[config.mk]
export PLATFORM = sky130hd
export DESIGN_NAME = apdp_port
export DESIGN_NICKNAME = d
export VERILOG_FILES = /design/src/logic/apdp_pkg.sv /design/src/logic/apdp_port.sv /design/src/logic/apdp_fifo.sv
export SDC_FILE = /design/constraint.sdc
export NUM_CORES = 1
export LEC_CHECK = 0
export ABC_CLOCK_PERIOD_IN_PS = 4900
export BUFFER_PORTS_ARGS = -buffer_cell sky130_fd_sc_hd__buf_2
export CAP_MARGIN = 20
export CELL_PAD_IN_SITES_DETAIL_PLACEMENT = 1
export CELL_PAD_IN_SITES_GLOBAL_PLACEMENT = 2
export CORE_UTILIZATION = 45
export CTS_CLUSTER_SIZE = 10
export DETAILED_ROUTE_END_ITERATION = 7
export GPL_TIMING_DRIVEN = 0
export MAX_ROUTING_LAYER = met4
export PLACE_DENSITY_LB_ADDON = 0.1
export SLEW_MARGIN = 25
export SYNTH_ARGS = -nofsm -noshare
export SYNTH_HDL_FRONTEND = slang
export SYNTH_SLANG_ARGS = --single-unit
[constraint.sdc]
create_clock -name clk_sys -period 4.9 [get_ports clk_sys]
set_clock_uncertainty 0.05 [all_clocks]
set_input_delay 0.98 -clock clk_sys [delete_from_list [all_inputs] [get_ports clk_sys]]
set_output_delay 0.98 -clock clk_sys [all_outputs]
set_load 0.005 [all_outputs]
[src/logic/apdp_pkg.sv]
// Package for the parallel result port: widths, codes, timing counts.
// Assumes a 250 MHz system clock; shared by the port logic and the bench.
package apdp_pkg;
    localparam int RES_W = 14;              // Result bus width, bit 13 is MSB
    localparam int LOW_W = 4;               // Shared low lines width
    localparam int CH_N = 4;                // Channel count
    localparam int CH_IDX_W = 2;
    localparam logic [3:0] CHSEL_RESET = 4'h0;  // Select register after reset
    localparam int CONV_NS = 2400;          // Conversion time per channel
    localparam int CLK_MHZ = 250;
    localparam int CONV_CYC = (CONV_NS * CLK_MHZ + 999) / 1000;
    localparam int EOC_NS = 20;             // Done pulse width
    localparam int EOC_CYC = (EOC_NS * CLK_MHZ + 999) / 1000;
    localparam int CNT_W = 12;
    localparam int FIFO_DEPTH = 8;
    localparam logic [13:0] BIPOLAR_FLIP = 14'h2000; // MSB flip for two's complement
    typedef enum logic [1:0] {
        APDP_IDLE = 2'b00,
        APDP_CONV = 2'b01,
        APDP_DONE = 2'b10
    } apdp_state_t;
endpackage

[src/logic/apdp_port.sv]
// Parallel host port of a four-channel 14-bit converter: result bus,
// channel select register, busy and per-conversion done strobe.
// Assumes host strobes are asynchronous pins; the converter core hands in
// raw 14-bit codes on conv_code whenever a channel conversion finishes.
`timescale 1ns/100ps
`default_nettype none
// Function
// - Results appear on a 14-bit bus, bit 13 most significant.
// - Two's complement for bipolar variants, straight binary for unipolar.
// - Bits 13 to 4 are output only, three-state, never sampled.
// - Bits 3 to 0 drive only during reads, otherwise act as inputs.
// - Host writes channel select via low bits with chip select and write.
// - Select bit 0 enables channel 1 up to bit 3 for channel 4.
// - Active-low done output idles high, pulses low per channel conversion.
// - Select input high uses register, low uses hardware channel pins.
// - Channel set latched on sample start rising edge.
// - Busy rises at sample start and holds until all selected converted.
module apdp_port
    import apdp_pkg::*;
#(
    parameter bit BIPOLAR = 1'b1
) (
    input wire logic clk_sys,
    input wire logic rst,
    input wire logic cs_n,
    input wire logic rd_n,
    input wire logic wr_n,
    input wire logic [3:0] shared_low_bits_in,
    output logic [3:0] shared_low_bits_out,
    output logic [3:0] shared_low_bits_oe,
    output logic [7:0] result_bits_high,
    output logic [1:0] result_bits_mid,
    output logic result_bits_hi_oe,
    input wire logic sample_start_n,
    input wire logic hw_sw_sel,
    input wire logic [3:0] hw_channel_pins,
    input wire logic [13:0] conv_code,
    output logic busy,
    output logic eoc_n,
    output logic fifo_overrun
);
    // Two-stage synchronisers for every pin; strobes and data lines share
    // one depth, so a strobe sample and its data sample line up
    logic [8:0] s1_r;
    logic [8:0] s2_r;
    logic [3:0] d1_r;
    logic [3:0] d2_r;
    always_ff @(posedge clk_sys or posedge rst) begin
        if (rst) begin
            s1_r <= 9'h1ff;
            s2_r <= 9'h1ff;
            d1_r <= 4'h0;
            d2_r <= 4'h0;
        end else begin
            s1_r <= {cs_n, rd_n, wr_n, sample_start_n, hw_sw_sel, hw_channel_pins};
            s2_r <= s1_r;
            d1_r <= shared_low_bits_in;
            d2_r <= d1_r;
        end
    end

    // Synchronised pin views
    wire cs_s_n = s2_r[8];
    wire rd_s_n = s2_r[7];
    wire wr_s_n = s2_r[6];
    wire st_s_n = s2_r[5];
    wire hs_s = s2_r[4];
    wire [3:0] pins_s = s2_r[3:0];

    // Edge history for strobes
    logic st_prev_r;
    logic wr_prev_r;
    logic rd_prev_r;
    wire wr_act = !cs_s_n && !wr_s_n;
    wire rd_act = !cs_s_n && !rd_s_n;
    wire st_rise = st_s_n && !st_prev_r;
    wire wr_end = wr_prev_r && !wr_act;   // Capture at strobe end, data settled
    wire rd_end = rd_prev_r && !rd_act;

    // Write data staged while the strobe is still seen active; the commit at
    // strobe end then does not rely on the host holding data afterwards
    logic [3:0] wdat_r;
    always_ff @(posedge clk_sys or posedge rst) begin
        if (rst) wdat_r <= CHSEL_RESET;
        else if (wr_act) wdat_r <= d2_r;
    end

    // Channel select register, bit n enables channel n+1
    logic [3:0] chsel_r;
    always_ff @(posedge clk_sys or posedge rst) begin
        if (rst) chsel_r <= CHSEL_RESET;
        else if (wr_end) chsel_r <= wdat_r;
    end

    // Sequence state
    apdp_state_t state_r;
    apdp_state_t state_nxt;
    logic [3:0] seq_r;
    logic [CH_IDX_W-1:0] ch_r;
    logic [CNT_W-1:0] cnt_r;

    // State decodes shared by the sequencer and its counters
    wire in_idle = (state_r == APDP_IDLE);
    wire in_conv = (state_r == APDP_CONV);
    wire in_done = (state_r == APDP_DONE);
    wire seq_go = in_idle && st_rise; // A start while busy is ignored
    wire [3:0] sel_now = hs_s ? chsel_r : pins_s;
    wire [3:0] remain = seq_r & ~((4'h1 << ch_r) - 4'h1);
    wire ch_on = seq_r[ch_r]; // bit n is channel n+1
    wire conv_fin = in_conv && (cnt_r == CONV_CYC[CNT_W-1:0] - 1'b1);
    wire last_ch = (ch_r == 2'd3) || ((seq_r >> ch_r) == 4'h1);
    wire fifo_in_ready;

    // Next state: skip unselected channels, a full FIFO stalls the sequence
    always_comb begin
        state_nxt = state_r;
        case (state_r)
            APDP_IDLE: if (st_rise && sel_now != 4'h0) state_nxt = APDP_CONV;
            APDP_CONV: if (conv_fin && fifo_in_ready) state_nxt = APDP_DONE;
            APDP_DONE: if (last_ch || remain == 4'h0) state_nxt = APDP_IDLE;
                       else state_nxt = APDP_CONV;
            default: state_nxt = APDP_IDLE;
        endcase
    end

    always_ff @(posedge clk_sys or posedge rst) begin
        if (rst) begin
            state_r <= APDP_IDLE;
            seq_r <= 4'h0;
            ch_r <= '0;
            cnt_r <= '0;
            st_prev_r <= 1'b1;
            wr_prev_r <= 1'b0;
            rd_prev_r <= 1'b0;
        end else begin
            state_r <= state_nxt;
            st_prev_r <= st_s_n;
            wr_prev_r <= wr_act;
            rd_prev_r <= rd_act;
            if (seq_go) begin
                seq_r <= sel_now;
                ch_r <= '0;
                cnt_r <= '0;
            end else if (in_conv && !ch_on) begin
                ch_r <= ch_r + 1'b1; // Unselected channel costs one cycle
            end else if (in_conv && !conv_fin) begin
                cnt_r <= cnt_r + 1'b1;
            end else if (in_done) begin
                ch_r <= ch_r + 1'b1;
                cnt_r <= '0;
            end
        end
    end

    // Result coding: flip MSB for two's complement variants
    wire [13:0] coded = BIPOLAR ? (conv_code ^ BIPOLAR_FLIP) : conv_code;
    wire push = conv_fin && ch_on && fifo_in_ready;
    wire [13:0] head;
    wire head_valid;

    // Eight-word buffer decouples the host's read pace from the conversions;
    // when it is full the sequence waits rather than dropping a result
    apdp_fifo #(.WIDTH(RES_W), .DEPTH(FIFO_DEPTH)) u_fifo (
        .clk_sys(clk_sys),
        .rst(rst),
        .in_valid(conv_fin && ch_on),
        .in_ready(fifo_in_ready),
        .in_data(coded),
        .out_valid(head_valid),
        .out_ready(rd_end),
        .out_data(head)
    );

    // Done pulse width counter; the pulse restarts on every accepted result
    logic [CNT_W-1:0] eoc_cnt_r;
    wire eoc_hold = (eoc_cnt_r > 12'h001);
    always_ff @(posedge clk_sys or posedge rst) begin
        if (rst) begin
            eoc_cnt_r <= '0;
            eoc_n <= 1'b1;
        end else begin
            if (push) eoc_cnt_r <= EOC_CYC[CNT_W-1:0];
            else if (eoc_cnt_r != '0) eoc_cnt_r <= eoc_cnt_r - 1'b1;
            eoc_n <= !(push || eoc_hold);
        end
    end

    // Busy follows the next state so it rises with the accepted start.
    // Overrun stays high for as long as a finished result waits for room.
    wire stall = conv_fin && ch_on && !fifo_in_ready;
    always_ff @(posedge clk_sys or posedge rst) begin
        if (rst) begin
            busy <= 1'b0;
            fifo_overrun <= 1'b0;
        end else begin
            busy <= (state_nxt != APDP_IDLE);
            fifo_overrun <= stall;
        end
    end

    // Drive values taken from the FIFO head; an empty FIFO reads as zero
    wire [7:0] hi_drv = head_valid ? head[13:6] : 8'h00;
    wire [1:0] mid_drv = head_valid ? head[5:4] : 2'h0;
    wire [3:0] low_drv = head_valid ? head[3:0] : 4'h0;

    // Bus drive registered; floats outside a read (late by sync delay)
    always_ff @(posedge clk_sys or posedge rst) begin
        if (rst) begin
            result_bits_high <= 8'h00;
            result_bits_mid <= 2'h0;
            shared_low_bits_out <= 4'h0;
            result_bits_hi_oe <= 1'b0;
            shared_low_bits_oe <= 4'h0;
        end else begin
            result_bits_high <= hi_drv;
            result_bits_mid <= mid_drv;
            shared_low_bits_out <= low_drv;
            result_bits_hi_oe <= rd_act;
            shared_low_bits_oe <= {4{rd_act}};
        end
    end
endmodule // apdp_port
`default_nettype wire

[src/logic/apdp_fifo.sv]
// Small flip-flop FIFO with valid/ready on both sides.
// Assumes one clock domain shared by writer and reader.
`timescale 1ns/100ps
`default_nettype none
module apdp_fifo #(
    parameter int WIDTH = 14,
    parameter int DEPTH = 8
) (
    input wire logic clk_sys,
    input wire logic rst,
    input wire logic in_valid,
    output logic in_ready,
    input wire logic [WIDTH-1:0] in_data,
    output logic out_valid,
    input wire logic out_ready,
    output logic [WIDTH-1:0] out_data
);
    localparam int AW = $clog2(DEPTH);
    logic [WIDTH-1:0] mem_r [DEPTH];
    logic [AW-1:0] wp_r;
    logic [AW-1:0] rp_r;
    logic [AW:0] cnt_r;
    wire push = in_valid && in_ready;
    wire pop = out_valid && out_ready;
    // Honest flags straight from the occupancy count
    assign in_ready = (cnt_r != DEPTH[AW:0]);
    assign out_valid = (cnt_r != '0);
    assign out_data = mem_r[rp_r];
    always_ff @(posedge clk_sys or posedge rst) begin
        if (rst) begin
            wp_r <= '0;
            rp_r <= '0;
            cnt_r <= '0;
        end else begin
            if (push) wp_r <= wp_r + 1'b1;
            if (pop) rp_r <= rp_r + 1'b1;
            cnt_r <= cnt_r + {{AW{1'b0}}, push} - {{AW{1'b0}}, pop};
        end
    end
    // Storage has no reset; empty flag guards reads
    always_ff @(posedge clk_sys) begin
        if (push) mem_r[wp_r] <= in_data;
    end
endmodule // apdp_fifo
`default_nettype wire

## Word-level counts from Yosys, hierarchy flattened

Memory sizes are Yosys's and may differ from the RTL's.
Index checks and enable logic that the tools add are counted.
W data, S select, Z words.

- Flip-flop bits (word level): 97
- Bits in writable memories: 112
- Output and inout port bits: 22
- Logic and storage cells: 109
- Memories: 1

- $add $sub $neg: 8
- $lt $le $gt $ge: 2
- Equality and inequality tests: 8
- Shift-type cells: 2
- Muxes and demuxes: 22
- Bitwise gates (word level): 3
- Reductions and logical operators: 39

Memories:

| name | depth | bits a word | read ports | clocked after Yosys merged registers in | wr ports | RTL line | RTL |
|---|---|---|---|---|---|---|---|
| u_fifo.mem_r | 8 | 14 | 1 | 0 | 1 | apdp_fifo.sv:19 | `logic [WIDTH-1:0] mem_r [DEPTH];` |

Operators with widths:

| operator | count |
|---|---|
| $mux W12 | 6 |
| $logic_and A1 B1 Y1 | 15 |
| $mux W2 | 7 |
| $add A12 B1 Y12 const B | 1 |
| $eq A12 B10 Y1 const B | 1 |
| $gt A12 B1 Y1 const B | 1 |
| $reduce_bool A12 Y1 | 1 |
| $sub A12 B1 Y12 const B | 1 |
| $logic_not A1 Y1 | 10 |
| $mux W4 | 2 |
| $mux W8 | 1 |
| $reduce_bool A4 Y1 | 2 |
| $add A3 B1 Y3 const B | 2 |
| $pmux W2 S3 | 1 |
| $reduce_bool A3 Y1 | 2 |
| $add A4 B1 Y4 | 1 |
| $and A4 B4 Y4 | 1 |
| $eq A2 B2 Y1 const B | 2 |
| $eq A4 B1 Y1 const B | 1 |
| $logic_not A4 Y1 | 1 |
| $mux W1 | 4 |
| $ne A4 B4 Y1 const B | 1 |
| $not A4 Y4 | 1 |
| $reduce_and A2 Y1 | 2 |
| other kinds (14) | 17 |

## Longest topological paths before layout

- Word-level depth: 9
- Mapped depth: 10
- Gate-level depth less buffers: 10

## By module

A second synthesis with hierarchy kept.

- Cells, all modules: 511
- Area, all modules: 8,336.7 µm²

Modules (own cells, without submodules):

| module | times used | cells each | area an instance (µm²) |
|---|---|---|---|
| apdp_fifo | 1 | 218 | 4,793.3 |
| apdp_port | 1 | 293 | 3,543.4 |

## Least setup slack after synthesis

OpenSTA, ideal clock, no wires.

- Kind: flip-flop to flip-flop
- Start point: reg cnt_r[0]
- End point: mem u_fifo.mem_r[2][0], enable pin
- Setup time: 0.427 ns
- Arrival time: 3.015 ns
- Data required time: 4.423 ns
- Setup slack: 1.409 ns
- Cell stages (with the launch flop): 6
- Clock period less this slack: 3.491 ns
- Cell sequence: dfrtp_1 ha_1 or3b_1 nor3_2 nand4_4 nor4b_1

- Longest elaborated chain between the ends: 6

Ends and longest elaborated chain:

| item | RTL line | RTL |
|---|---|---|
| start: declaration | apdp_port.sv:100 | `logic [CNT_W-1:0] cnt_r;` |
| start signal: assignment | apdp_port.sv:147 | `cnt_r <= cnt_r + 1'b1;` |
| $eq A12 B10 Y1 | apdp_port.sv:110 | `wire conv_fin = in_conv && (cnt_r == CONV_CYC[CNT_W-1:0] - 1'b1);` |
| $logic_and A1 B1 Y1 | apdp_port.sv:110 |  |
| $logic_and A1 B1 Y1 | apdp_port.sv:166 | `.in_valid(conv_fin && ch_on),` |
| $logic_and A1 B1 Y1 | apdp_fifo.sv:23 | `wire push = in_valid && in_ready;` |
| $mux W1 | apdp_fifo.sv:42 | `if (push) mem_r[wp_r] <= in_data;` |
| $mux W1 (not written as such) | apdp_fifo.sv:42 |  |
| end: declaration | apdp_fifo.sv:19 |  |

Every way passes these cells.

## Worst setup path after layout

- Start point: reg cnt_r[0]
- End point: mem u_fifo.mem_r[5][8], enable pin

Same word-level chain as after synthesis.

==> reports/qor.yml <==
placement:
  dp_slack_ps: 1720
  place_congestion: 0.770
  numPortBuffers: 50
  dp_hpwl_mm: 12.3
finish:
  drive_gt1_frac: 0.309
  fin_nets: 650
  diodes: 0
  area_growth_pct: 17.9
critical_path:
  cp-end-kind: "flip-flop"
  crit_chain: "ha_1 > or3b_1 > nor3_2 > nand4_4 > nor4b_2 > buf_2"
  path_max_fanout: 10
  crit_path_top_delay_cell: "nor4b_2"
  max_stage_delay_ps: 760
  cp-start-kind: "flip-flop"
  critical_path_arrival_ps: 3320
  cp.required_ps: 5060
  r2r_slack_ps: 1740
  ff2ff_path_depth: 6
  worstSetupPathType: "flip-flop to flip-flop"
  rr_endpoint: "u_fifo.mem_r[5][8]"
  reg2reg_from: "cnt_r[0]"
worst_hold_path:
  min_path_cells: 0
  hp-class: "flip-flop to flip-flop"
  hp-start: "d1_r[1]"
  worstHoldEndpoint: "d2_r[1]"
synthesis:
  synth_area_leaders: "edfxtp_1 (40%), dfrtp_1 (23%), mux4_2 (7.8%)"
  synth_most_common_cell: "edfxtp_1"
  synth_top_cell_by_area: "edfxtp_1"
  synthFlopType: "edfxtp_1"
  async_flop_share: 0.462
  syn_nets: 551
  avgSynthCellArea_um2: 16.5
  synth_edf_count: 112
  yosysUniqueCellTypes: 66
  synth_top_area_frac: 0.403
  synth-seq-area-share: 0.694
  ys_ff_latch: 208
  syn_area_um2: 8350
  ys_warn_count: 0
  netlist_instances: 507
  synthTopCellsByCount: "edfxtp_1 (112), dfrtp_1 (76), nor2_1 (30), mux4_2 (29)"
floorplanning:
  dieArea_um2: 19100
  num_io_pins: 51
  initial_core_util: 0.462
  core_area_um2: 18100
  num_rows: 49
  die_x_um: 138
  die_h_um: 138
grt:
  grt_start_max_net_pins: 65
  grt_use_met1: 0.259
  antenna_found_initial: 0
  top_usage_layer: "met2"
  use_met2: 0.338
  use_met3: 0.0308
  grt_pass1_vias: 5148
  grt-ovfl-total: 0
  grt_use_total: 0.202
  grt_first_pass_wirelength_mm: 28.6
clock_tree:
  htreeDepth: 1
  holdBufCountCts: 0
  numCtsBuffers: 25
  path_clk_slew_ps: 50
  cts_tree: "yes"
  cts_buffer_depth: 3
  clk_root_buffer_cell: "clkbuf_16"
  cts.sink_count: 208
  postCtsSetupRepairBufs: 0
  insertion_delay_ps: 520
  post_cts_resized: 0
timing:
  worst_pin_slew_ps: 1010
  setup_ws_ps: 1740
  setup_tns_ps: 0
  clock.fmax_mhz: 317
  setup_viol: 0
  post-route-period-util: 0.644
  slew_viol_final: 0
  period_minus_slack_ps: 3160
  rsz0062_at_grt: "no"
  hold_viol: 0
  relSlewSlack: 0.327
  whs_ps: 300
pwr:
  power_density_nw_per_um2: 416
  vdd_ir_drop_max_v: 0.000275
  power.static_leakage_nw: 3.81
run:
  maxCapViolCount: 0
detailed_routing:
  vias: 4679
  postRouteAntennaNets: 0
  vias_per_cell: 5.48
  avgRoutedWirePerCell_um: 20.7
  wl_mm: 17.7
  drt_iter0_markers: 215
  drtPass1Iterations: 6
  drc: 5
outcome:
  status: "complete, but fails checks"
  violations: "design-rule violations"
## how the worst max path moves through the flow
stage / startpoint / endpoint / slack, ps / cells after the start
2_1_floorplan: rst / busy / 1400 / 1
3_3_place_gp: cnt_r[0] / u_fifo.mem_r[3][4] / -670 / 5
3_5_place_dp: cnt_r[0] / u_fifo.mem_r[5][9] / 1720 / 6
4_1_cts: cnt_r[0] / u_fifo.mem_r[5][8] / 1700 / 6
5_1_grt: cnt_r[0] / u_fifo.mem_r[5][8] / 1570 / 6
6_report: cnt_r[0] / u_fifo.mem_r[5][8] / 1740 / 6
## critical path: cells and delay by family (launching register included)
kind	cells	cell delay [ps]
fa+ha+maj	1	250
buf+inv	1	330
flops	1	390
simple gates	4	1820
## placed cells by master (no fill, tap or decap), drive strengths merged, types with 3 or more instances in the layout
cell type and instances:
edfxtp 112, buf 87, dfrtp 76, clkbuf 52, nor2 30, mux4 29, a21oi 21, mux2i 21
dfstp 20, inv 18, ha 14, nand2 12, mux2 12, nor3 11, nand3 8, o21ai 8
nand2b 7, nor4b 6, or3 6, o31ai 5, xor2 5, or4 5, xnor2 4, nor3b 4
nand4 4, nor4 4, o211ai 3, o41ai 3, a21o 3, or4b 3, o311ai 3
## metrics by stage
stage | instances | utilization | cell area [um^2] | total power, mW
after global placement | 786 | 0.491 | 8890 | 2.43
after floorplan | 507 | - | 8350 | 2.33
after CTS | 854 | 0.544 | 9840 | 4.14
after global routing | 854 | 0.544 | 9840 | 4.26
after detailed placement | 808 | 0.503 | 9100 | 2.46
final | 854 | 0.544 | 9840 | 4.10
## per-layer routing
metal  wire length [um]  vias up  share of wire
met2               8840       76           0.50
met5                  0        -              0
met3                535       23          0.030
met1               7970     2423           0.45
li1                   -     2157              -
met4                367        0          0.021
## cell type report
cell class,instances,area [um^2]
Fill cell,1691,8250
Sequential cell,208,5790
Multi-Input combinational cell,259,2410
Clock buffer,44,717
Timing Repair Buffer,72,410
Tap cell,229,287
Buffer,23,128
Inverter,17,68.8
Clock inverter,2,25.0
## report_power, final
group	total [mW]	switching [mW]	internal [mW]
clock	1.67	0.683	0.989
sequential	2.00	0.0702	1.93
combinational	0.426	0.241	0.185
## cells by family after synthesis
| kind of cell | share of synthesized area |
|---|---|
| flip-flops | 0.694 |
| AND/OR/NAND/NOR | 0.0853 |
| multiplexers | 0.120 |
| AO/OA/AOI/OAI | 0.0459 |
| buffers and inverters | 0.0229 |
| adder cells (fa/ha/maj) | 0.0234 |
| XOR/XNOR | 0.00944 |
## flip-flops by register name, indices dropped and copies added (netlist names), 3 cells and up
signal and cells:
chsel_r 4, result_bits_high 8, eoc_cnt_r 12, d1_r 4
s2_r 9, u_fifo.cnt_r 4, u_fifo.mem_r 112, wdat_r 4
d2_r 4, u_fifo.rp_r 3, u_fifo.wp_r 3, cnt_r 12
s1_r 9, seq_r 4, shared_low_bits_out 4
(Power assumes the default switching activity.)
